[src/design/ccr_pkg.sv]
// Shared constants and types for the channel calibration register bank
package ccr_pkg;

  // AXI4-Lite widths and responses
  localparam int          AXI_ADDR_W  = 8;
  localparam int          AXI_DATA_W  = 32;
  localparam logic [1:0]  RESP_OKAY   = 2'h0;
  localparam logic [1:0]  RESP_DECERR = 2'h3;

  // Register indices; byte address is four times the index
  localparam logic [5:0]  IDX_CH7_CONFIG   = 6'h2C;
  localparam logic [5:0]  IDX_OFFSET_HIGH  = 6'h2D;
  localparam logic [5:0]  IDX_OFFSET_LOW   = 6'h2E;
  localparam logic [5:0]  IDX_GAIN_HIGH    = 6'h2F;
  localparam logic [5:0]  IDX_GAIN_LOW     = 6'h30;
  localparam logic [5:0]  IDX_CHECKSUM     = 6'h3E;
  localparam logic [5:0]  IDX_TOP_RESERVED = 6'h3F;

  // Field positions of the channel configuration register
  localparam int          PHASE_MSB   = 15;
  localparam int          PHASE_LSB   = 6;
  localparam int          DCOFF_BIT   = 2;
  localparam int          SEL_MSB     = 1;
  localparam int          SEL_LSB     = 0;
  // Calibration low byte sits in bits 15:8
  localparam int          CAL_LO_MSB  = 15;
  localparam int          CAL_LO_LSB  = 8;

  // Reset values
  localparam logic [9:0]  PHASE_RST      = 10'h000;
  localparam logic [15:0] OFFSET_HI_RST  = 16'h0000;
  localparam logic [7:0]  OFFSET_LO_RST  = 8'h00;
  localparam logic [15:0] GAIN_HI_RST    = 16'h8000;
  localparam logic [7:0]  GAIN_LO_RST    = 8'h00;
  localparam logic [15:0] CHECKSUM_RST   = 16'h0000;
  localparam logic [15:0] RESERVED_RST   = 16'h0000;

  // Checksum algorithm: CRC-16 over the bank words
  localparam logic [15:0] CRC_POLY  = 16'h1021;
  localparam logic [15:0] CRC_SEED  = 16'hFFFF;
  localparam int          CRC_WORDS = 6;

  // Input multiplexer codes
  typedef enum logic [1:0] {
    INSEL_PINS     = 2'b00,
    INSEL_SHORTED  = 2'b01,
    INSEL_TEST_POS = 2'b10,
    INSEL_TEST_NEG = 2'b11
  } ccr_insel_t;

  // Channel configuration carried to the datapath
  typedef struct packed {
    logic signed [9:0] channelPhaseDelay;
    logic              channelDcBlockOff;
    ccr_insel_t        channelInputSelect;
  } ccr_cfg_t;

  // Calibration words carried to the datapath
  typedef struct packed {
    logic signed [23:0] offsetCal;
    logic        [23:0] gainCal;
  } ccr_cal_t;

endpackage

[src/design/ccr_channel_cal_regs.sv]
// Channel seven configuration and calibration register bank
//
// Our own choice: the AXI4-Lite interface to the registers.
`timescale 1ns/100ps
// Overview of operation
// - Config bits 15:6 hold a signed ten-bit phase delay in modulator clocks
// - Config bits 5:3 ignore writes and read zero
// - Override bit clear follows global DC-block; set disables filter here only
// - Input select 00 pins, 01 shorted, 10 positive test, 11 negative test
// - Offset-high holds offset bits 23:8, read-write, resets to zero
// - Offset-low upper byte holds offset bits 7:0; low byte reads zero
// - Gain is unsigned 24-bit, 0.0 to under 2.0; gain-high holds 23:8
// - Gain-high resets to 8000h meaning unity; other calibration words reset zero
// - Gain-low upper byte holds gain bits 7:0; low byte ignores writes, reads zero
// - Checksum word is read-only, unaffected by writes, zero after reset
module ccr_channel_cal_regs (
  input  wire logic                            clk_sys,
  input  wire logic                            sys_rst,
  input  wire logic                            s_axi_awvalid,
  output logic                                 s_axi_awready,
  input  wire logic [ccr_pkg::AXI_ADDR_W-1:0]  s_axi_awaddr,
  input  wire logic [2:0]                      s_axi_awprot,
  input  wire logic                            s_axi_wvalid,
  output logic                                 s_axi_wready,
  input  wire logic [ccr_pkg::AXI_DATA_W-1:0]  s_axi_wdata,
  input  wire logic [3:0]                      s_axi_wstrb,
  output logic                                 s_axi_bvalid,
  input  wire logic                            s_axi_bready,
  output logic      [1:0]                      s_axi_bresp,
  input  wire logic                            s_axi_arvalid,
  output logic                                 s_axi_arready,
  input  wire logic [ccr_pkg::AXI_ADDR_W-1:0]  s_axi_araddr,
  input  wire logic [2:0]                      s_axi_arprot,
  output logic                                 s_axi_rvalid,
  input  wire logic                            s_axi_rready,
  output logic      [ccr_pkg::AXI_DATA_W-1:0]  s_axi_rdata,
  output logic      [1:0]                      s_axi_rresp,
  input  wire logic                            globalDcBlockSetting,
  output ccr_pkg::ccr_cfg_t                    channelCfg,
  output logic                                 dcBlockActive,
  output ccr_pkg::ccr_cal_t                    channelCal,
  output logic      [15:0]                     checksumWord
);
  import ccr_pkg::*;

  logic                  wrEn;
  logic [5:0]            wrIndex;
  logic [15:0]           wrData;
  logic [1:0]            wrStrb;
  logic                  wrMapped;
  logic [5:0]            rdIndex;
  logic [15:0]           rdData;
  logic                  rdMapped;
  logic [9:0]            phaseDelay;
  logic                  dcBlockOff;
  ccr_insel_t            inputSelect;
  logic [15:0]           offsetCalHigh;
  logic [7:0]            offsetCalLow;
  logic [15:0]           gainCalHigh;
  logic [7:0]            gainCalLow;
  logic [15:0]           topReserved;
  logic [15:0]           cfgWord;
  logic [15:0]           offsetLowWord;
  logic [15:0]           gainLowWord;
  logic [CRC_WORDS-1:0][15:0] crcWords;
  logic [15:0]           crcValue;
  logic                  bankChanged;
  logic                  wrLo;
  logic                  wrHi;

  // Bus protocol engine
  ccr_axil_port u_port (
    .clk_sys       (clk_sys),
    .sys_rst       (sys_rst),
    .s_axi_awvalid (s_axi_awvalid),
    .s_axi_awready (s_axi_awready),
    .s_axi_awaddr  (s_axi_awaddr),
    .s_axi_wvalid  (s_axi_wvalid),
    .s_axi_wready  (s_axi_wready),
    .s_axi_wdata   (s_axi_wdata),
    .s_axi_wstrb   (s_axi_wstrb),
    .s_axi_bvalid  (s_axi_bvalid),
    .s_axi_bready  (s_axi_bready),
    .s_axi_bresp   (s_axi_bresp),
    .s_axi_arvalid (s_axi_arvalid),
    .s_axi_arready (s_axi_arready),
    .s_axi_araddr  (s_axi_araddr),
    .s_axi_rvalid  (s_axi_rvalid),
    .s_axi_rready  (s_axi_rready),
    .s_axi_rdata   (s_axi_rdata),
    .s_axi_rresp   (s_axi_rresp),
    .wrEn          (wrEn),
    .wrIndex       (wrIndex),
    .wrData        (wrData),
    .wrStrb        (wrStrb),
    .wrMapped      (wrMapped),
    .rdIndex       (rdIndex),
    .rdData        (rdData),
    .rdMapped      (rdMapped)
  );

  // Address decode shared by both directions
  function automatic logic isMapped(input logic [5:0] idx);
    isMapped = (idx == IDX_CH7_CONFIG) || (idx == IDX_OFFSET_HIGH) ||
               (idx == IDX_OFFSET_LOW) || (idx == IDX_GAIN_HIGH) ||
               (idx == IDX_GAIN_LOW) || (idx == IDX_CHECKSUM) ||
               (idx == IDX_TOP_RESERVED);
  endfunction

  assign wrMapped = isMapped(wrIndex);
  assign rdMapped = isMapped(rdIndex);
  assign wrLo     = wrEn && wrStrb[0];
  assign wrHi     = wrEn && wrStrb[1];

  // Configuration fields; bits 5:3 have no storage
  always_ff @(posedge clk_sys or posedge sys_rst) begin
    if (sys_rst) begin
      phaseDelay  <= PHASE_RST;
      dcBlockOff  <= 1'b0;
      inputSelect <= INSEL_PINS;
    end else if (wrIndex == IDX_CH7_CONFIG) begin
      if (wrHi) begin
        phaseDelay[9:2] <= wrData[PHASE_MSB:8];
      end
      if (wrLo) begin
        phaseDelay[1:0] <= wrData[7:PHASE_LSB];
        dcBlockOff      <= wrData[DCOFF_BIT];
        inputSelect     <= ccr_insel_t'(wrData[SEL_MSB:SEL_LSB]);
      end
    end
  end

  // Offset calibration words
  always_ff @(posedge clk_sys or posedge sys_rst) begin
    if (sys_rst) begin
      offsetCalHigh <= OFFSET_HI_RST;
      offsetCalLow  <= OFFSET_LO_RST;
    end else begin
      if (wrIndex == IDX_OFFSET_HIGH) begin
        if (wrLo) begin
          offsetCalHigh[7:0] <= wrData[7:0];
        end
        if (wrHi) begin
          offsetCalHigh[15:8] <= wrData[15:8];
        end
      end
      if (wrIndex == IDX_OFFSET_LOW && wrHi) begin
        offsetCalLow <= wrData[CAL_LO_MSB:CAL_LO_LSB];
      end
    end
  end

  // Gain calibration words
  always_ff @(posedge clk_sys or posedge sys_rst) begin
    if (sys_rst) begin
      gainCalHigh <= GAIN_HI_RST;
      gainCalLow  <= GAIN_LO_RST;
    end else begin
      if (wrIndex == IDX_GAIN_HIGH) begin
        if (wrLo) begin
          gainCalHigh[7:0] <= wrData[7:0];
        end
        if (wrHi) begin
          gainCalHigh[15:8] <= wrData[15:8];
        end
      end
      if (wrIndex == IDX_GAIN_LOW && wrHi) begin
        gainCalLow <= wrData[CAL_LO_MSB:CAL_LO_LSB];
      end
    end
  end

  // Top reserved word stores whatever is written
  always_ff @(posedge clk_sys or posedge sys_rst) begin
    if (sys_rst) begin
      topReserved <= RESERVED_RST;
    end else if (wrIndex == IDX_TOP_RESERVED) begin
      if (wrLo) begin
        topReserved[7:0] <= wrData[7:0];
      end
      if (wrHi) begin
        topReserved[15:8] <= wrData[15:8];
      end
    end
  end

  // Readback words with reserved bits forced to zero
  assign cfgWord       = {phaseDelay, 3'b000, dcBlockOff, inputSelect};
  assign offsetLowWord = {offsetCalLow, 8'h00};
  assign gainLowWord   = {gainCalLow, 8'h00};

  // Checksum over the bank, refreshed the edge after a change
  assign crcWords = {cfgWord, offsetCalHigh, offsetLowWord,
                     gainCalHigh, gainLowWord, topReserved};

  ccr_crc16 u_crc (
    .words    (crcWords),
    .crcValue (crcValue)
  );

  // Flag a bank write so the checksum follows one edge later
  always_ff @(posedge clk_sys or posedge sys_rst) begin
    if (sys_rst) begin
      bankChanged <= 1'b0;
    end else begin
      bankChanged <= wrEn && wrMapped && (wrIndex != IDX_CHECKSUM);
    end
  end

  // Checksum register, never written by the host
  always_ff @(posedge clk_sys or posedge sys_rst) begin
    if (sys_rst) begin
      checksumWord <= CHECKSUM_RST;
    end else if (bankChanged) begin
      checksumWord <= crcValue;
    end
  end

  // Read multiplexer
  always_comb begin
    unique case (rdIndex)
      IDX_CH7_CONFIG:   rdData = cfgWord;
      IDX_OFFSET_HIGH:  rdData = offsetCalHigh;
      IDX_OFFSET_LOW:   rdData = offsetLowWord;
      IDX_GAIN_HIGH:    rdData = gainCalHigh;
      IDX_GAIN_LOW:     rdData = gainLowWord;
      IDX_CHECKSUM:     rdData = checksumWord;
      IDX_TOP_RESERVED: rdData = topReserved;
      default:          rdData = 16'h0000;
    endcase
  end

  // Settings presented to the channel datapath
  assign channelCfg.channelPhaseDelay  = phaseDelay;
  assign channelCfg.channelDcBlockOff  = dcBlockOff;
  assign channelCfg.channelInputSelect = inputSelect;
  assign dcBlockActive = globalDcBlockSetting && !dcBlockOff;
  assign channelCal.offsetCal = {offsetCalHigh, offsetCalLow};
  assign channelCal.gainCal   = {gainCalHigh, gainCalLow};

endmodule

[src/design/ccr_crc16.sv]
// Combinational CRC-16 over the words of the register bank
`timescale 1ns/100ps
module ccr_crc16 (
  input  wire logic [ccr_pkg::CRC_WORDS-1:0][15:0] words,
  output logic      [15:0]                         crcValue
);
  import ccr_pkg::*;

  // Shift every word in, most significant word and bit first
  always_comb begin
    logic [15:0] acc;
    logic        fb;
    acc = CRC_SEED;
    fb  = 1'b0;
    for (int w = CRC_WORDS - 1; w >= 0; w--) begin
      for (int b = 15; b >= 0; b--) begin
        fb  = acc[15] ^ words[w][b];
        acc = {acc[14:0], 1'b0} ^ (fb ? CRC_POLY : 16'h0000);
      end
    end
    crcValue = acc;
  end

endmodule

[src/design/ccr_axil_port.sv]
// AXI4-Lite slave handshake that turns bus traffic into register strobes
`timescale 1ns/100ps
module ccr_axil_port (
  input  wire logic                            clk_sys,
  input  wire logic                            sys_rst,
  input  wire logic                            s_axi_awvalid,
  output logic                                 s_axi_awready,
  input  wire logic [ccr_pkg::AXI_ADDR_W-1:0]  s_axi_awaddr,
  input  wire logic                            s_axi_wvalid,
  output logic                                 s_axi_wready,
  input  wire logic [ccr_pkg::AXI_DATA_W-1:0]  s_axi_wdata,
  input  wire logic [3:0]                      s_axi_wstrb,
  output logic                                 s_axi_bvalid,
  input  wire logic                            s_axi_bready,
  output logic      [1:0]                      s_axi_bresp,
  input  wire logic                            s_axi_arvalid,
  output logic                                 s_axi_arready,
  input  wire logic [ccr_pkg::AXI_ADDR_W-1:0]  s_axi_araddr,
  output logic                                 s_axi_rvalid,
  input  wire logic                            s_axi_rready,
  output logic      [ccr_pkg::AXI_DATA_W-1:0]  s_axi_rdata,
  output logic      [1:0]                      s_axi_rresp,
  output logic                                 wrEn,
  output logic      [5:0]                      wrIndex,
  output logic      [15:0]                     wrData,
  output logic      [1:0]                      wrStrb,
  input  wire logic                            wrMapped,
  output logic      [5:0]                      rdIndex,
  input  wire logic [15:0]                     rdData,
  input  wire logic                            rdMapped
);
  import ccr_pkg::*;

  logic       awHeld;
  logic       wHeld;
  logic [5:0] awIndex;
  logic       rdTake;

  // Each channel accepts while nothing of its kind is held
  assign s_axi_awready = !awHeld;
  assign s_axi_wready  = !wHeld;
  assign s_axi_arready = !s_axi_rvalid;
  assign wrEn          = awHeld && wHeld && !s_axi_bvalid;
  assign wrIndex       = awIndex;
  assign rdTake        = s_axi_arvalid && s_axi_arready;
  assign rdIndex       = s_axi_araddr[7:2];

  // Write address capture
  always_ff @(posedge clk_sys or posedge sys_rst) begin
    if (sys_rst) begin
      awHeld  <= 1'b0;
      awIndex <= 6'h00;
    end else if (s_axi_awvalid && !awHeld) begin
      awHeld  <= 1'b1;
      awIndex <= s_axi_awaddr[7:2];
    end else if (wrEn) begin
      awHeld  <= 1'b0;
    end
  end

  // Write data capture, low half only
  always_ff @(posedge clk_sys or posedge sys_rst) begin
    if (sys_rst) begin
      wHeld  <= 1'b0;
      wrData <= 16'h0000;
      wrStrb <= 2'b00;
    end else if (s_axi_wvalid && !wHeld) begin
      wHeld  <= 1'b1;
      wrData <= s_axi_wdata[15:0];
      wrStrb <= s_axi_wstrb[1:0];
    end else if (wrEn) begin
      wHeld  <= 1'b0;
    end
  end

  // Write response after both halves are in
  always_ff @(posedge clk_sys or posedge sys_rst) begin
    if (sys_rst) begin
      s_axi_bvalid <= 1'b0;
      s_axi_bresp  <= RESP_OKAY;
    end else if (wrEn) begin
      s_axi_bvalid <= 1'b1;
      s_axi_bresp  <= wrMapped ? RESP_OKAY : RESP_DECERR;
    end else if (s_axi_bready) begin
      s_axi_bvalid <= 1'b0;
    end
  end

  // Read answer registered on the same edge that takes the address
  always_ff @(posedge clk_sys or posedge sys_rst) begin
    if (sys_rst) begin
      s_axi_rvalid <= 1'b0;
      s_axi_rdata  <= 32'h0000_0000;
      s_axi_rresp  <= RESP_OKAY;
    end else if (rdTake) begin
      s_axi_rvalid <= 1'b1;
      s_axi_rdata  <= {16'h0000, rdData};
      s_axi_rresp  <= rdMapped ? RESP_OKAY : RESP_DECERR;
    end else if (s_axi_rready) begin
      s_axi_rvalid <= 1'b0;
    end
  end

endmodule

[config.mk]
export PLATFORM = sky130hd
export DESIGN_NAME = ccr_channel_cal_regs
export DESIGN_NICKNAME = d
export VERILOG_FILES = /design/src/design/ccr_pkg.sv /design/src/design/ccr_channel_cal_regs.sv /design/src/design/ccr_crc16.sv /design/src/design/ccr_axil_port.sv
export SDC_FILE = /design/constraint.sdc
export NUM_CORES = 1
export LEC_CHECK = 0
export ABC_CLOCK_PERIOD_IN_PS = 6400
export BUFFER_PORTS_ARGS = -buffer_cell sky130_fd_sc_hd__buf_2
export CORE_ASPECT_RATIO = 1.1
export CORE_MARGIN = 2
export CORE_UTILIZATION = 40
export CTS_CLUSTER_SIZE = 20
export DETAILED_ROUTE_END_ITERATION = 6
export GPL_TIMING_DRIVEN = 0
export SYNTH_ARGS = -nofsm -noshare
export SYNTH_HDL_FRONTEND = slang
export SYNTH_SLANG_ARGS = --single-unit
[constraint.sdc]
create_clock -name clk_sys -period 6.4 [get_ports clk_sys]
set_input_delay 0.64 -clock clk_sys [delete_from_list [all_inputs] [get_ports clk_sys]]
set_output_delay 0.64 -clock clk_sys [all_outputs]
set_load 0.005 [all_outputs]
### After elaboration in Yosys (flattened, before gate mapping)

Cells that the tools add are included.
Widths: inputs -> output; s select.

* eq/ne operators: 15
* reduce and logical (&&, ||, !) cells: 41
* bitwise logic cells: 172
* muxes and demuxes: 106

Operators with widths (number)
* $xor 16x16->16: 95
* $mux 13: 96
* $pmux 16 s7: 1
* $eq 6x6->1 const B: 14
* $xor 1x1->1: 76
* $reduce_and 2->1: 8
* $not 15->15: 1
* $logic_and 1x1->1: 12
* $logic_or 1x1->1: 12
* $reduce_bool 2->1: 4
* $mux 1: 7
* $ne 6x6->1 const B: 1
* $logic_not 1->1: 5
* $mux 2: 2

* register bits: 142
* input bits: 66
* word-level logic and storage cells: 358
* output and inout bits: 119

### Longest topological paths before layout

Gate-level depths: netlist of run 1.

* depth in word-level cells: 268
* depth in mapped cells: 14
* depth with buffers taken out: 13

### By module

A second synthesis of run 1 with hierarchy kept.

* cell total of the unflattened synthesis: 731
* area, all modules: 10522.6 µm²

By module, submodules not included
* ccr_channel_cal_regs: instances 1, cells each 325, area each 4505.6 µm², seq. area each 2353.5 µm²
* ccr_crc16: instances 1, cells each 272, area each 3998.8 µm², seq. area each 0.0 µm²
* ccr_axil_port: instances 1, cells each 134, area each 2018.2 µm², seq. area each 1151.1 µm²

### Worst setup path after synthesis of run 1

No wires, ideal clock.

* kind: flip-flop to flip-flop
* from: register phaseDelay[7]
* to: register checksumWord[1]
* data required time: 6.275 ns
* library setup time: 0.125 ns
* data arrival time: 4.919 ns
* period minus slack after synthesis: 5.044 ns
* stages on the path, launching flop included: 15
* setup slack: 1.356 ns
* path buffers: 1
* path through: dfrtp_1 buf_2 xnor2_1 xnor3_1 xor2_1 xnor3_1 xor3_1 xnor3_2 xnor2_4 xor3_2 xor2_2 xnor3_2 xnor2_4 xor2_1 mux2_2

* longest elaborated chain between the ends: 137
* elaborated cells between the ends (all ways): 206
* classes of those cells: mux: 63; bitwise: 143

Ends and longest elaborated chain
* from (decl): RTL line ccr_channel_cal_regs.sv:54 `logic [9:0] phaseDelay;`
* from (signal assigned): RTL line ccr_channel_cal_regs.sv:123 `phaseDelay[9:2] <= wrData[PHASE_MSB:8];`
* $xor 1x1->1 *: RTL line ccr_crc16.sv:17 `fb = acc[15] ^ words[w][b];`
* $mux 13 *: RTL line ccr_crc16.sv:18 `acc = {acc[14:0], 1'b0} ^ (fb ? CRC_POLY : 16'h0000);`
* $xor 16x16->16 * (4 in a row): RTL line ccr_crc16.sv:18
* $xor 1x1->1: RTL line ccr_crc16.sv:17
* $mux 13: RTL line ccr_crc16.sv:18
* $xor 16x16->16 * (4 in a row): RTL line ccr_crc16.sv:18
* $mux 13: RTL line ccr_crc16.sv:18
* $xor 16x16->16 * (4 in a row): RTL line ccr_crc16.sv:18
* [105 not listed]
* $mux 13: RTL line ccr_crc16.sv:18
* $xor 16x16->16 * (4 in a row): RTL line ccr_crc16.sv:18
* $xor 1x1->1: RTL line ccr_crc16.sv:17
* $mux 13: RTL line ccr_crc16.sv:18
* $xor 16x16->16 * (4 in a row): RTL line ccr_crc16.sv:18
* $xor 1x1->1 *: RTL line ccr_crc16.sv:17
* $mux 13 *: RTL line ccr_crc16.sv:18
* $xor 16x16->16 * (2 in a row): RTL line ccr_crc16.sv:18
* to (signal assigned): RTL line ccr_channel_cal_regs.sv:215 `checksumWord <= crcValue;`
* to (decl): RTL line ccr_channel_cal_regs.sv:42 `output logic [15:0] checksumWord`

Mark *: on every way between the ends. The rest lies on a longest branch, timed or not.
A chain may end at the register's enable or synchronous reset.

### Final worst setup path of run 1

* from: register phaseDelay[4]
* to: register checksumWord[12]

* longest elaborated chain between the ends: 130
* elaborated cells between the ends (all ways): 205
* classes of those cells: mux: 64; bitwise: 141

Ends and longest elaborated chain (RTL line)
* $xor 1x1->1 *: ccr_crc16.sv:17
* $mux 13 *: ccr_crc16.sv:18
* $xor 16x16->16 * (4 in a row): ccr_crc16.sv:18
* $xor 1x1->1: ccr_crc16.sv:17
* $mux 13: ccr_crc16.sv:18
* $xor 16x16->16 * (4 in a row): ccr_crc16.sv:18
* $xor 1x1->1: ccr_crc16.sv:17
* $mux 13: ccr_crc16.sv:18
* [102 not listed]
* $mux 13: ccr_crc16.sv:18
* $xor 16x16->16 * (4 in a row): ccr_crc16.sv:18
* $xor 1x1->1: ccr_crc16.sv:17
* $mux 13: ccr_crc16.sv:18
* $xor 16x16->16 * (4 in a row): ccr_crc16.sv:18
* $xor 1x1->1: ccr_crc16.sv:17
* $mux 13: ccr_crc16.sv:18
* $xor 16x16->16 *: ccr_crc16.sv:18

Marks and branches as above.

==> impl_metrics.yaml, run 1 <==
timing:
  rsz0062_at_grt: "no"
  final_min_period_over_clock_period_pct: 90.4
  slew_limit_headroom_pct: 6.32
  drv_slew: 0
  hold_violations: 0
  max_frequency_mhz: 173
  fin_skew_ps: 10.4
  finalSetupViolCount: 0
  worst_pin_slew_ps: 1390
  totalNegativeSetupSlack_ps: 0
  worst_slack_ps: 615
  layout_min_cycle_time_ps: 5780
layout:
  diodes: 0
  area_growth_syn_to_layout_pct: 18.4
  nets: 985
  filler_free_cell_count_of_the_finished_design: 1237
  drive_gt1_share_pct: 34.1
yosys:
  yosys_register_bits: 140
  post_synth_instance_area_um2: 9560
  synth_enable_flop_cells: 0
  postSynthAreaPerCell_um2: 12.9
  netlist_instances: 743
  synth_seq_area_share_pct: 36.7
  dominantRegCellSynth: "sky130_fd_sc_hd__dfrtp_1"
  ys_warn_count: 0
  yosysTopAreaCell: "sky130_fd_sc_hd__dfrtp_1"
  synth_top_area_share_pct: 36.4
  synth.lib_cells_used.distinct: 35
  synthTopCellsByArea: "sky130_fd_sc_hd__dfrtp_1 (36%), sky130_fd_sc_hd__xnor3_1 (16%), sky130_fd_sc_hd__xnor2_1 (13%), sky130_fd_sc_hd__mux2_2 (12%), sky130_fd_sc_hd__xor2_1 (3.1%)"
  synth_async_reset_ratio_pct: 100
route:
  avgViaCountPerCell: 5.22
  first_iter_violations: 410
  post-route-drc-count: 0
  dr_total_vias: 6455
  post_drt_wl_per_cell_um: 22.6
  detail_route.wirelength_um: 28000
  route.antenna.remaining_nets: 0
  detailedRoute.firstPassIterationCount: 5
cts:
  h_tree_depth: 4
  cts_tree: "built"
  clkSlewWorstSetupHoldPaths_ps: 60
  root_buffer_cell: "sky130_fd_sc_hd__clkbuf_16"
  numCtsBuffers: 17
  postCtsHoldBufs: 0
  clockBufferDepth: 2
  number_of_buffers_added_for_setup_after_cts: 0
  cts_num_sinks: 140
  worstSkewPairLatency_ps: 430
  cts_resized: 0
worst_setup_path:
  critical_path.max_fanout: 7
  setup.worst_path.end_class: "register"
  reg2reg_depth: 14
  cp.arrival_ps: 6100
  r2r_setup_slack_ps: 620
  cp-startpoint: "phaseDelay[4]"
  r2r_end: "checksumWord[12]"
  timing.critical_path.from_type: "register"
  worst-setup-path-type: "reg -> reg"
  worst_r2r_startpoint: "phaseDelay[4]"
  critical_path_rt_ps: 6720
floorplan:
  die_x_um: 151
  floorplan.io_pins: 185
  core-area_um2: 23500
  initial_core_util_pct: 40.6
  rows: 59
  die_height_um: 166
  die_area_um2: 25200
place:
  placed_cells_incl_taps: 1205
  pre_cts_ws_ps: 670
  dp_hpwl_um: 22000
  buffer_ports.inserted: 140
  routability_driven_placement_congestion_ratio: 0.899
outcome:
  run_status: "finished clean"
grt:
  grt_first_pass_wirelength_um: 42100
  first_global_vias: 6532
  initial_antenna_violation_count: 0
  grt_overflow_total: 0
  grt_use_total_pct: 23.0
  grt_max_degree: 83
job:
  drv_cap: 0
min_path:
  worst_hold_path_type: "in -> async"
[worst max-delay path, cell delays in order, from the launching register on]
cell                      delay (ps)
sky130_fd_sc_hd__dfrtp_1         330
sky130_fd_sc_hd__buf_2           240
sky130_fd_sc_hd__xnor3_1         530
sky130_fd_sc_hd__xnor3_1         500
sky130_fd_sc_hd__xor3_1          480
sky130_fd_sc_hd__xnor3_1         480
sky130_fd_sc_hd__xnor2_1         170
sky130_fd_sc_hd__xnor2_1         460
sky130_fd_sc_hd__xnor3_1         560
sky130_fd_sc_hd__xnor3_1         410
sky130_fd_sc_hd__xnor2_1         450
sky130_fd_sc_hd__xor2_1          360
sky130_fd_sc_hd__xnor2_1         250
sky130_fd_sc_hd__xnor2_1         170
sky130_fd_sc_hd__mux2_2          280
[flip-flops by register name, summed over array words and instances, names as in the netlist]
name	count
u_port.s_axi_rvalid	1
u_port.wrIndex	6
offsetCalLow	8
u_port.awHeld	1
phaseDelay	10
u_port.s_axi_bvalid	1
checksumWord	16
gainCalLow	8
u_port.s_axi_bresp	1
u_port.wrData	16
u_port.s_axi_rdata	16
u_port.wrStrb	2
offsetCalHigh	16
u_port.wHeld	1
topReserved	16
u_port.s_axi_rresp	1
inputSelect	2
bankChanged	1
gainCalHigh	16
dcBlockOff	1
[routing by layer]
metal | routed length, µm | global-route usage, % | share of wire (%) | up-vias
li1 | - | - | - | 2921
met1 | 12600 | 32.8 | 45 | 3246
met2 | 13300 | 36.4 | 47 | 255
met3 | 1770 | 4.67 | 6.3 | 33
met4 | 376 | 4.79 | 1.3 | 0
met5 | 0 | 0 | 0 | -
[through the flow]
step | hold slack [ps] | utilization, % | cell area (µm²)
floorplan | 473 | - | 9620
global placement | 459 | 45.4 | 10700
detailed placement | 466 | 45.6 | 10700
CTS | 380 | 48.0 | 11300
global route | 377 | 48.1 | 11300
finish | 340 | 48.1 | 11300
[layout by cell type, fill, tap and decap left out, types with 2 or more instances in the layout]
| master | count |
|---|---|
| sky130_fd_sc_hd__inv_1 | 4 |
| sky130_fd_sc_hd__xnor3_2 | 3 |
| sky130_fd_sc_hd__clkinv_4 | 3 |
| sky130_fd_sc_hd__clkinvlp_4 | 2 |
| sky130_fd_sc_hd__xnor3_1 | 66 |
| sky130_fd_sc_hd__dfrtp_1 | 139 |
| sky130_fd_sc_hd__bufinv_16 | 2 |
| sky130_fd_sc_hd__a21oi_1 | 14 |
| sky130_fd_sc_hd__buf_4 | 20 |
| sky130_fd_sc_hd__nor4_1 | 2 |
| sky130_fd_sc_hd__clkbuf_1 | 19 |
| sky130_fd_sc_hd__nand3_1 | 4 |
| sky130_fd_sc_hd__xor3_1 | 12 |
| sky130_fd_sc_hd__mux2_2 | 106 |
| sky130_fd_sc_hd__xnor2_2 | 4 |
| sky130_fd_sc_hd__xnor2_4 | 2 |
| sky130_fd_sc_hd__inv_6 | 4 |
| sky130_fd_sc_hd__o21ai_0 | 32 |
| sky130_fd_sc_hd__clkbuf_16 | 17 |
| sky130_fd_sc_hd__and3_1 | 3 |
| sky130_fd_sc_hd__a221o_1 | 8 |
| sky130_fd_sc_hd__nand2_1 | 41 |
| sky130_fd_sc_hd__conb_1 | 16 |
| sky130_fd_sc_hd__nor3b_1 | 3 |
| sky130_fd_sc_hd__nor3_1 | 3 |
| sky130_fd_sc_hd__a221oi_1 | 16 |
| sky130_fd_sc_hd__buf_2 | 146 |
| sky130_fd_sc_hd__nand4_1 | 2 |
| sky130_fd_sc_hd__clkinv_2 | 2 |
| sky130_fd_sc_hd__xnor2_1 | 141 |
| sky130_fd_sc_hd__nor2b_1 | 5 |
| sky130_fd_sc_hd__nor2_1 | 26 |
| sky130_fd_sc_hd__buf_1 | 5 |
| sky130_fd_sc_hd__mux2i_1 | 17 |
| sky130_fd_sc_hd__xor2_1 | 34 |
| sky130_fd_sc_hd__xor2_2 | 2 |
[how the worst max path moves through the flow]
stage                       end  slack [ps]
2_1_floorplan   checksumWord[1]        1360
3_3_place_gp     gainCalHigh[4]         300
3_5_place_dp   checksumWord[12]         670
4_1_cts        checksumWord[12]         610
5_1_grt        checksumWord[12]         360
6_report       checksumWord[12]         620
[synth_stat cells (all sizes together) (2+ instances only)]
cell,number
nor3b,4
nand2,41
mux2,106
xor3,13
nor3,3
buf,30
a21oi,14
nand4,2
mux2i,17
o21ai,32
and3,3
a221oi,16
nor2b,5
dfrtp,139
nor2,26
nand3,4
nor4,2
clkbuf,16
xnor3,69
xor2,36
inv,5
a221o,8
xnor2,147
[final cells by class]
class                           instances  area (µm²)
Fill cell                            2210       12200
Multi-Input combinational cell        567        5850
Sequential cell                       140        3500
Clock inverter                         12         138
Buffer                                 46         251
Clock buffer                           20         437
Timing Repair Buffer                  142         736
Tap cell                              305         382
Inverter                                5        23.8
[logic make-up (layout without fill, tap and decap cells)]
| logic type | count (synthesis) | in the layout | synth area share, % |
|---|---|---|---|
| buffers and inverters | 51 | 225 | 2.83 |
| AO/OA/AOI/OAI | 72 | 72 | 4.89 |
| multiplexers | 123 | 123 | 14.3 |
| AND/OR/NAND/NOR | 91 | 91 | 4.16 |
| other | 1 | 16 | 0.0392 |
| XOR/XNOR | 265 | 265 | 37.2 |
| flip-flops | 140 | 140 | 36.7 |
Power of run 1 is not shown: default switching activity piles up to over one toggle a cycle in this logic, so the estimate is an artifact.
==> run 2: changes to the inputs <==
--- a/config.mk
+++ b/config.mk
@@ -13,6 +13,7 @@
 export CTS_CLUSTER_SIZE = 20
 export DETAILED_ROUTE_END_ITERATION = 6
 export GPL_TIMING_DRIVEN = 0
+export RECOVER_POWER = 50
 export SYNTH_ARGS = -nofsm -noshare
 export SYNTH_HDL_FRONTEND = slang
 export SYNTH_SLANG_ARGS = --single-unit
==> run 2 against run 1 <==
Against the previous run:
- the flow now finishes with violations (max-capacitance violations, max-slew violations)
- worst setup slack improved by 3.1 ps
- core utilization is 0.11 points lower
- sequential cell count did not move
- die area did not move
- cell count unchanged
- sequential share of layout area increased by 0.072 points
- largest cell class unchanged
- highest routed layer unchanged
==> impl_metrics.yaml, run 2 (same netlist as run 1, synthesis figures left out) <==
worst_setup_path:
  worstPathCellList: "buf_2, xnor3_1, xnor3_1, xor3_1, xnor2_1, xnor2_1, xnor3_1, xnor3_1, xnor2_1, xnor3_1, xnor2_1, xor2_1, a21oi_1"
  timing.critical_path.slowest_cell_delay_ps: 580
  worst-setup-path-type: "reg -> reg"
  critical_path.max_fanout: 7
  path_delay_family: "XOR/XNOR gates"
  cp.arrival_ps: 6080
  timing.critical_path.from_type: "register"
  critical_path_buf_inv_count: 1
  worst_path_most_repeated_cell: "sky130_fd_sc_hd__xnor3_1"
  critical_path_rt_ps: 6700
  cpMaxStageDelayCell: "sky130_fd_sc_hd__xnor3_1"
  setup.worst_path.end_class: "register"
layout:
  layout.cells.most_common_list: "sky130_fd_sc_hd__xnor2_1 (141), sky130_fd_sc_hd__dfrtp_1 (139), sky130_fd_sc_hd__buf_2 (128), sky130_fd_sc_hd__mux2_2 (106), sky130_fd_sc_hd__xnor3_1 (66)"
  area_growth_syn_to_layout_pct: 18.1
  drive_gt1_share_pct: 32.2
  nets: 985
  filler_free_cell_count_of_the_finished_design: 1237
  sequential_cell_area_um2: 3500
  mostFrequentLayoutCell: "sky130_fd_sc_hd__xnor2_1"
  num-fill-cells: 2226
  multiInputGateArea_um2: 5850
  diodes: 0
  final_instance_area_um2: 11300
min_path:
  worst_hold_path_type: "in -> reg"
cts:
  cts_tree: "built"
  worstSkewPairLatency_ps: 430
  clkSlewWorstSetupHoldPaths_ps: 60
  cts_num_sinks: 140
  number_of_buffers_added_for_setup_after_cts: 0
  root_buffer_cell: "sky130_fd_sc_hd__clkbuf_16"
  h_tree_depth: 4
  numCtsBuffers: 17
  postCtsHoldBufs: 0
  cts_resized: 0
  clockBufferDepth: 2
timing:
  rsz0062_at_grt: "no"
  final_min_period_over_clock_period_pct: 90.3
  totalNegativeSetupSlack_ps: 0
  finalSetupViolCount: 0
  hold_violations: 0
  drv_slew: 82
  slew_limit_headroom_pct: -145
  worst_pin_slew_ps: 3650
  max_frequency_mhz: 173
  layout_min_cycle_time_ps: 5780
  fin_skew_ps: 11.0
route:
  dr_total_vias: 6423
  post-route-drc-count: 0
  avgViaCountPerCell: 5.19
  first_iter_violations: 479
  post_drt_wl_per_cell_um: 22.6
  route.antenna.remaining_nets: 0
  detail_route.wirelength_um: 28000
  detailedRoute.firstPassIterationCount: 4
job:
  drv_cap: 1
floorplan:
  die_area_um2: 25200
  die_x_um: 151
  rows: 59
  core-area_um2: 23500
  initial_core_util_pct: 40.6
  floorplan.io_pins: 185
  die_height_um: 166
grt:
  first_global_vias: 6532
  grt_overflow_total: 0
  grt_first_pass_wirelength_um: 42100
  grt_max_degree: 83
  grt_use_total_pct: 23.0
  initial_antenna_violation_count: 0
outcome:
  run_status: "finished, violations left"
  violations_in_the_final_reports: "max-capacitance violations, max-slew violations"
place:
  placed_cells_incl_taps: 1205
  dp_hpwl_um: 22000
  buffer_ports.inserted: 140
  routability_driven_placement_congestion_ratio: 0.899
  placed_cell_area_um2: 10700
==> run 2: cell count changes in the layout (fill, tap and decap cells not counted) <==
cell	before	now
sky130_fd_sc_hd__inv_6	4	3
sky130_fd_sc_hd__buf_2	146	128
sky130_fd_sc_hd__clkbuf_1	19	37
sky130_fd_sc_hd__clkinvlp_2	0	1
==> run 2: worst paths after layout <==
check                                            from               endpoint  slack, ps  cells past startpoint
min in group asynchronous                     sys_rst  u_port.s_axi_bresp[0]       1270                      2
max in group asynchronous                     sys_rst  u_port.s_axi_rdata[8]       3470                      2
worst max register to register          phaseDelay[4]       checksumWord[15]        620                     13
worst max-delay path                    phaseDelay[4]       checksumWord[15]        620                     13
worst min register to register  u_port.s_axi_rdata[1]  u_port.s_axi_rdata[1]        470                      2
worst min-delay path                     s_axi_bready    u_port.s_axi_bvalid        380                      2
==> run 2: cell type report <==
class / instances / area share (%)
repair buffers: 142 / 6.32
clock inverters: 12 / 1.22
inverters: 5 / 0.177
well taps: 305 / 3.38
plain buffers: 46 / 2.23
flip-flops and latches: 140 / 31.0
clock buffers: 20 / 3.87
multi-input cells: 567 / 51.8
==> run 2: metrics by stage <==
stage	setup slack, ps	hold WS, ps	utilization, %
2_1_floorplan	1360	473	-
3_3_place_gp	301	459	45.4
3_5_place_dp	670	466	45.6
4_1_cts	615	380	48.0
5_1_grt	361	377	48.0
6_report	618	381	48.0
==> run 2: routing by layer <==
metal  vias to the layer above  global-route usage (%)  wire length [µm]
li1                       2915                       -                 -
met1                      3240                    32.8             12600
met2                       239                    36.4             13400
met3                        29                    4.67              1670
met4                         0                    4.79               362
met5                         -                       0                 0
Power of run 2 is left out for the same reason.
==> run 3: changes to the inputs <==
--- a/config.mk
+++ b/config.mk
@@ -9,7 +9,7 @@
 export BUFFER_PORTS_ARGS = -buffer_cell sky130_fd_sc_hd__buf_2
 export CORE_ASPECT_RATIO = 1.1
 export CORE_MARGIN = 2
-export CORE_UTILIZATION = 40
+export CORE_UTILIZATION = 35
 export CTS_CLUSTER_SIZE = 20
 export DETAILED_ROUTE_END_ITERATION = 6
 export GPL_TIMING_DRIVEN = 0
==> run 3 against run 2 <==
Against the previous run:
- the flow still finishes with violations (max-capacitance violations, max-slew violations)
- non-clock buffer count did not move
- cell count rose by 4.2%
- clock skew barely moved
- routed wire length rose by 2.1%
- core utilization fell by 5.7 points
- first-iteration DRC count fell by 8.8%
- sequential cell count did not move
- critical path depth rose by 1
- global-route usage fell by 2.6 points
- via count rose by 1.1%
- critical endpoint is now checksumWord[12]
==> impl_metrics.yaml, run 3 (same netlist as run 1, synthesis figures left out) <==
timing:
  slew_limit_headroom_pct: -53.9
  rsz0062_at_grt: "no"
  hold_violations: 0
  fin_skew_ps: 10.9
  max_frequency_mhz: 170
  worst_pin_slew_ps: 2310
  drv_slew: 143
  worst_slack_ps: 531
  final_min_period_over_clock_period_pct: 91.7
  finalSetupViolCount: 0
  totalNegativeSetupSlack_ps: 0
  layout_min_cycle_time_ps: 5870
cts:
  cts_resized: 0
  number_of_buffers_added_for_setup_after_cts: 0
  worstSkewPairLatency_ps: 430
  numCtsBuffers: 17
  cts_tree: "built"
  root_buffer_cell: "sky130_fd_sc_hd__clkbuf_16"
  cts_num_sinks: 140
  clockBufferDepth: 2
  h_tree_depth: 4
  postCtsHoldBufs: 0
  clkSlewWorstSetupHoldPaths_ps: 60
worst_setup_path:
  critical_path_rt_ps: 6710
  worstPathCellList: "buf_2, xnor2_1, xnor2_1, xor2_1, xnor3_1, xor2_1, xnor3_1, xnor2_2, xnor3_1, xnor2_1, xor2_1, xnor2_1, xnor2_1, mux2_2"
  timing.critical_path.from_type: "register"
  cp.arrival_ps: 6180
  timing.critical_path.slowest_cell_delay_ps: 550
  critical_path.max_fanout: 6
  worst-setup-path-type: "reg -> reg"
  cpMaxStageDelayCell: "sky130_fd_sc_hd__xnor2_1"
  path_delay_family: "XOR/XNOR gates"
  critical_path_buf_inv_count: 1
  worst_path_most_repeated_cell: "sky130_fd_sc_hd__xnor2_1"
  setup.worst_path.end_class: "register"
floorplan:
  die_x_um: 162
  core-area_um2: 26900
  rows: 63
  die_area_um2: 28700
  die_height_um: 177
  floorplan.io_pins: 185
  initial_core_util_pct: 35.6
layout:
  diodes: 0
  filler_free_cell_count_of_the_finished_design: 1289
  drive_gt1_share_pct: 32.7
  layout.cells.most_common_list: "sky130_fd_sc_hd__xnor2_1 (141), sky130_fd_sc_hd__dfrtp_1 (139), sky130_fd_sc_hd__buf_2 (132), sky130_fd_sc_hd__mux2_2 (106), sky130_fd_sc_hd__xnor3_1 (66)"
  nets: 985
  mostFrequentLayoutCell: "sky130_fd_sc_hd__xnor2_1"
  area_growth_syn_to_layout_pct: 18.8
place:
  placed_cells_incl_taps: 1256
  dp_hpwl_um: 22300
  routability_driven_placement_congestion_ratio: 0.920
  pre_cts_ws_ps: 597
  buffer_ports.inserted: 140
route:
  post-route-drc-count: 0
  route.antenna.remaining_nets: 0
  post_drt_wl_per_cell_um: 22.2
  avgViaCountPerCell: 5.04
  first_iter_violations: 437
  dr_total_vias: 6495
  detail_route.wirelength_um: 28600
  detailedRoute.firstPassIterationCount: 5
min_path:
  worst_hold_path_type: "in -> reg"
outcome:
  run_status: "finished, violations left"
  violations_in_the_final_reports: "max-capacitance violations, max-slew violations"
grt:
  grt_first_pass_wirelength_um: 42300
  grt_use_total_pct: 20.3
  gr-usage-met2_pct: 31.8
  gr-max-usage-layer: "met2"
  met3_usage_pct: 5.07
  first_global_vias: 6374
  grtUsageMet1_pct: 28.2
  initial_antenna_violation_count: 0
  grt_overflow_total: 0
  grt_max_degree: 96
job:
  drv_cap: 3
run 3: final timing paths:
kind | start | endpoint | slack (ps) | cells after the start
worst max-delay path | phaseDelay[2] | checksumWord[12] | 530 | 14
max in group asynchronous | sys_rst | inputSelect[1] | 2660 | 3
worst max register to register | phaseDelay[2] | checksumWord[12] | 530 | 14
min in group asynchronous | sys_rst | u_port.wrData[1] | 740 | 2
worst min-delay path | s_axi_bready | u_port.s_axi_bvalid | 390 | 2
worst min register to register | u_port.s_axi_rdata[10] | u_port.s_axi_rdata[10] | 470 | 2
run 3: per-layer routing:
metal	wire length [µm]	share of wire (%)	up-vias
met5	0	0	-
met4	648	2.3	0
met3	2060	7.2	36
met2	12900	45	277
met1	12900	45	3258
li1	-	-	2924
run 3: layout make-up:
cell class,count,area (µm²)
clock inverters,10,113
multi-input cells,567,5850
flip-flops and latches,140,3500
well taps,357,447
fillers,2526,15500
plain buffers,46,251
inverters,5,20.0
repair buffers,142,692
clock buffers,22,484
run 3: worst register-to-register path, stage by stage, from the launching register on:
cell                      delay (ps)
sky130_fd_sc_hd__dfrtp_1         390
sky130_fd_sc_hd__buf_2           200
sky130_fd_sc_hd__xnor2_1         560
sky130_fd_sc_hd__xnor2_1         380
sky130_fd_sc_hd__xor2_1          430
sky130_fd_sc_hd__xnor3_1         540
sky130_fd_sc_hd__xor2_1          500
sky130_fd_sc_hd__xnor3_1         490
sky130_fd_sc_hd__xnor2_2         300
sky130_fd_sc_hd__xnor3_1         510
sky130_fd_sc_hd__xnor2_1         420
sky130_fd_sc_hd__xor2_1          380
sky130_fd_sc_hd__xnor2_1         250
sky130_fd_sc_hd__xnor2_1         150
sky130_fd_sc_hd__mux2_2          280
run 3: per-stage QoR:
stage	util [%]	hold slack, ps	instance area [µm²]
2_1_floorplan	-	473	9620
3_3_place_gp	40.1	461	10800
3_5_place_dp	40.2	466	10800
4_1_cts	42.4	242	11400
5_1_grt	42.3	385	11400
6_report	42.3	390	11400
Power of run 3 is left out for the same reason.
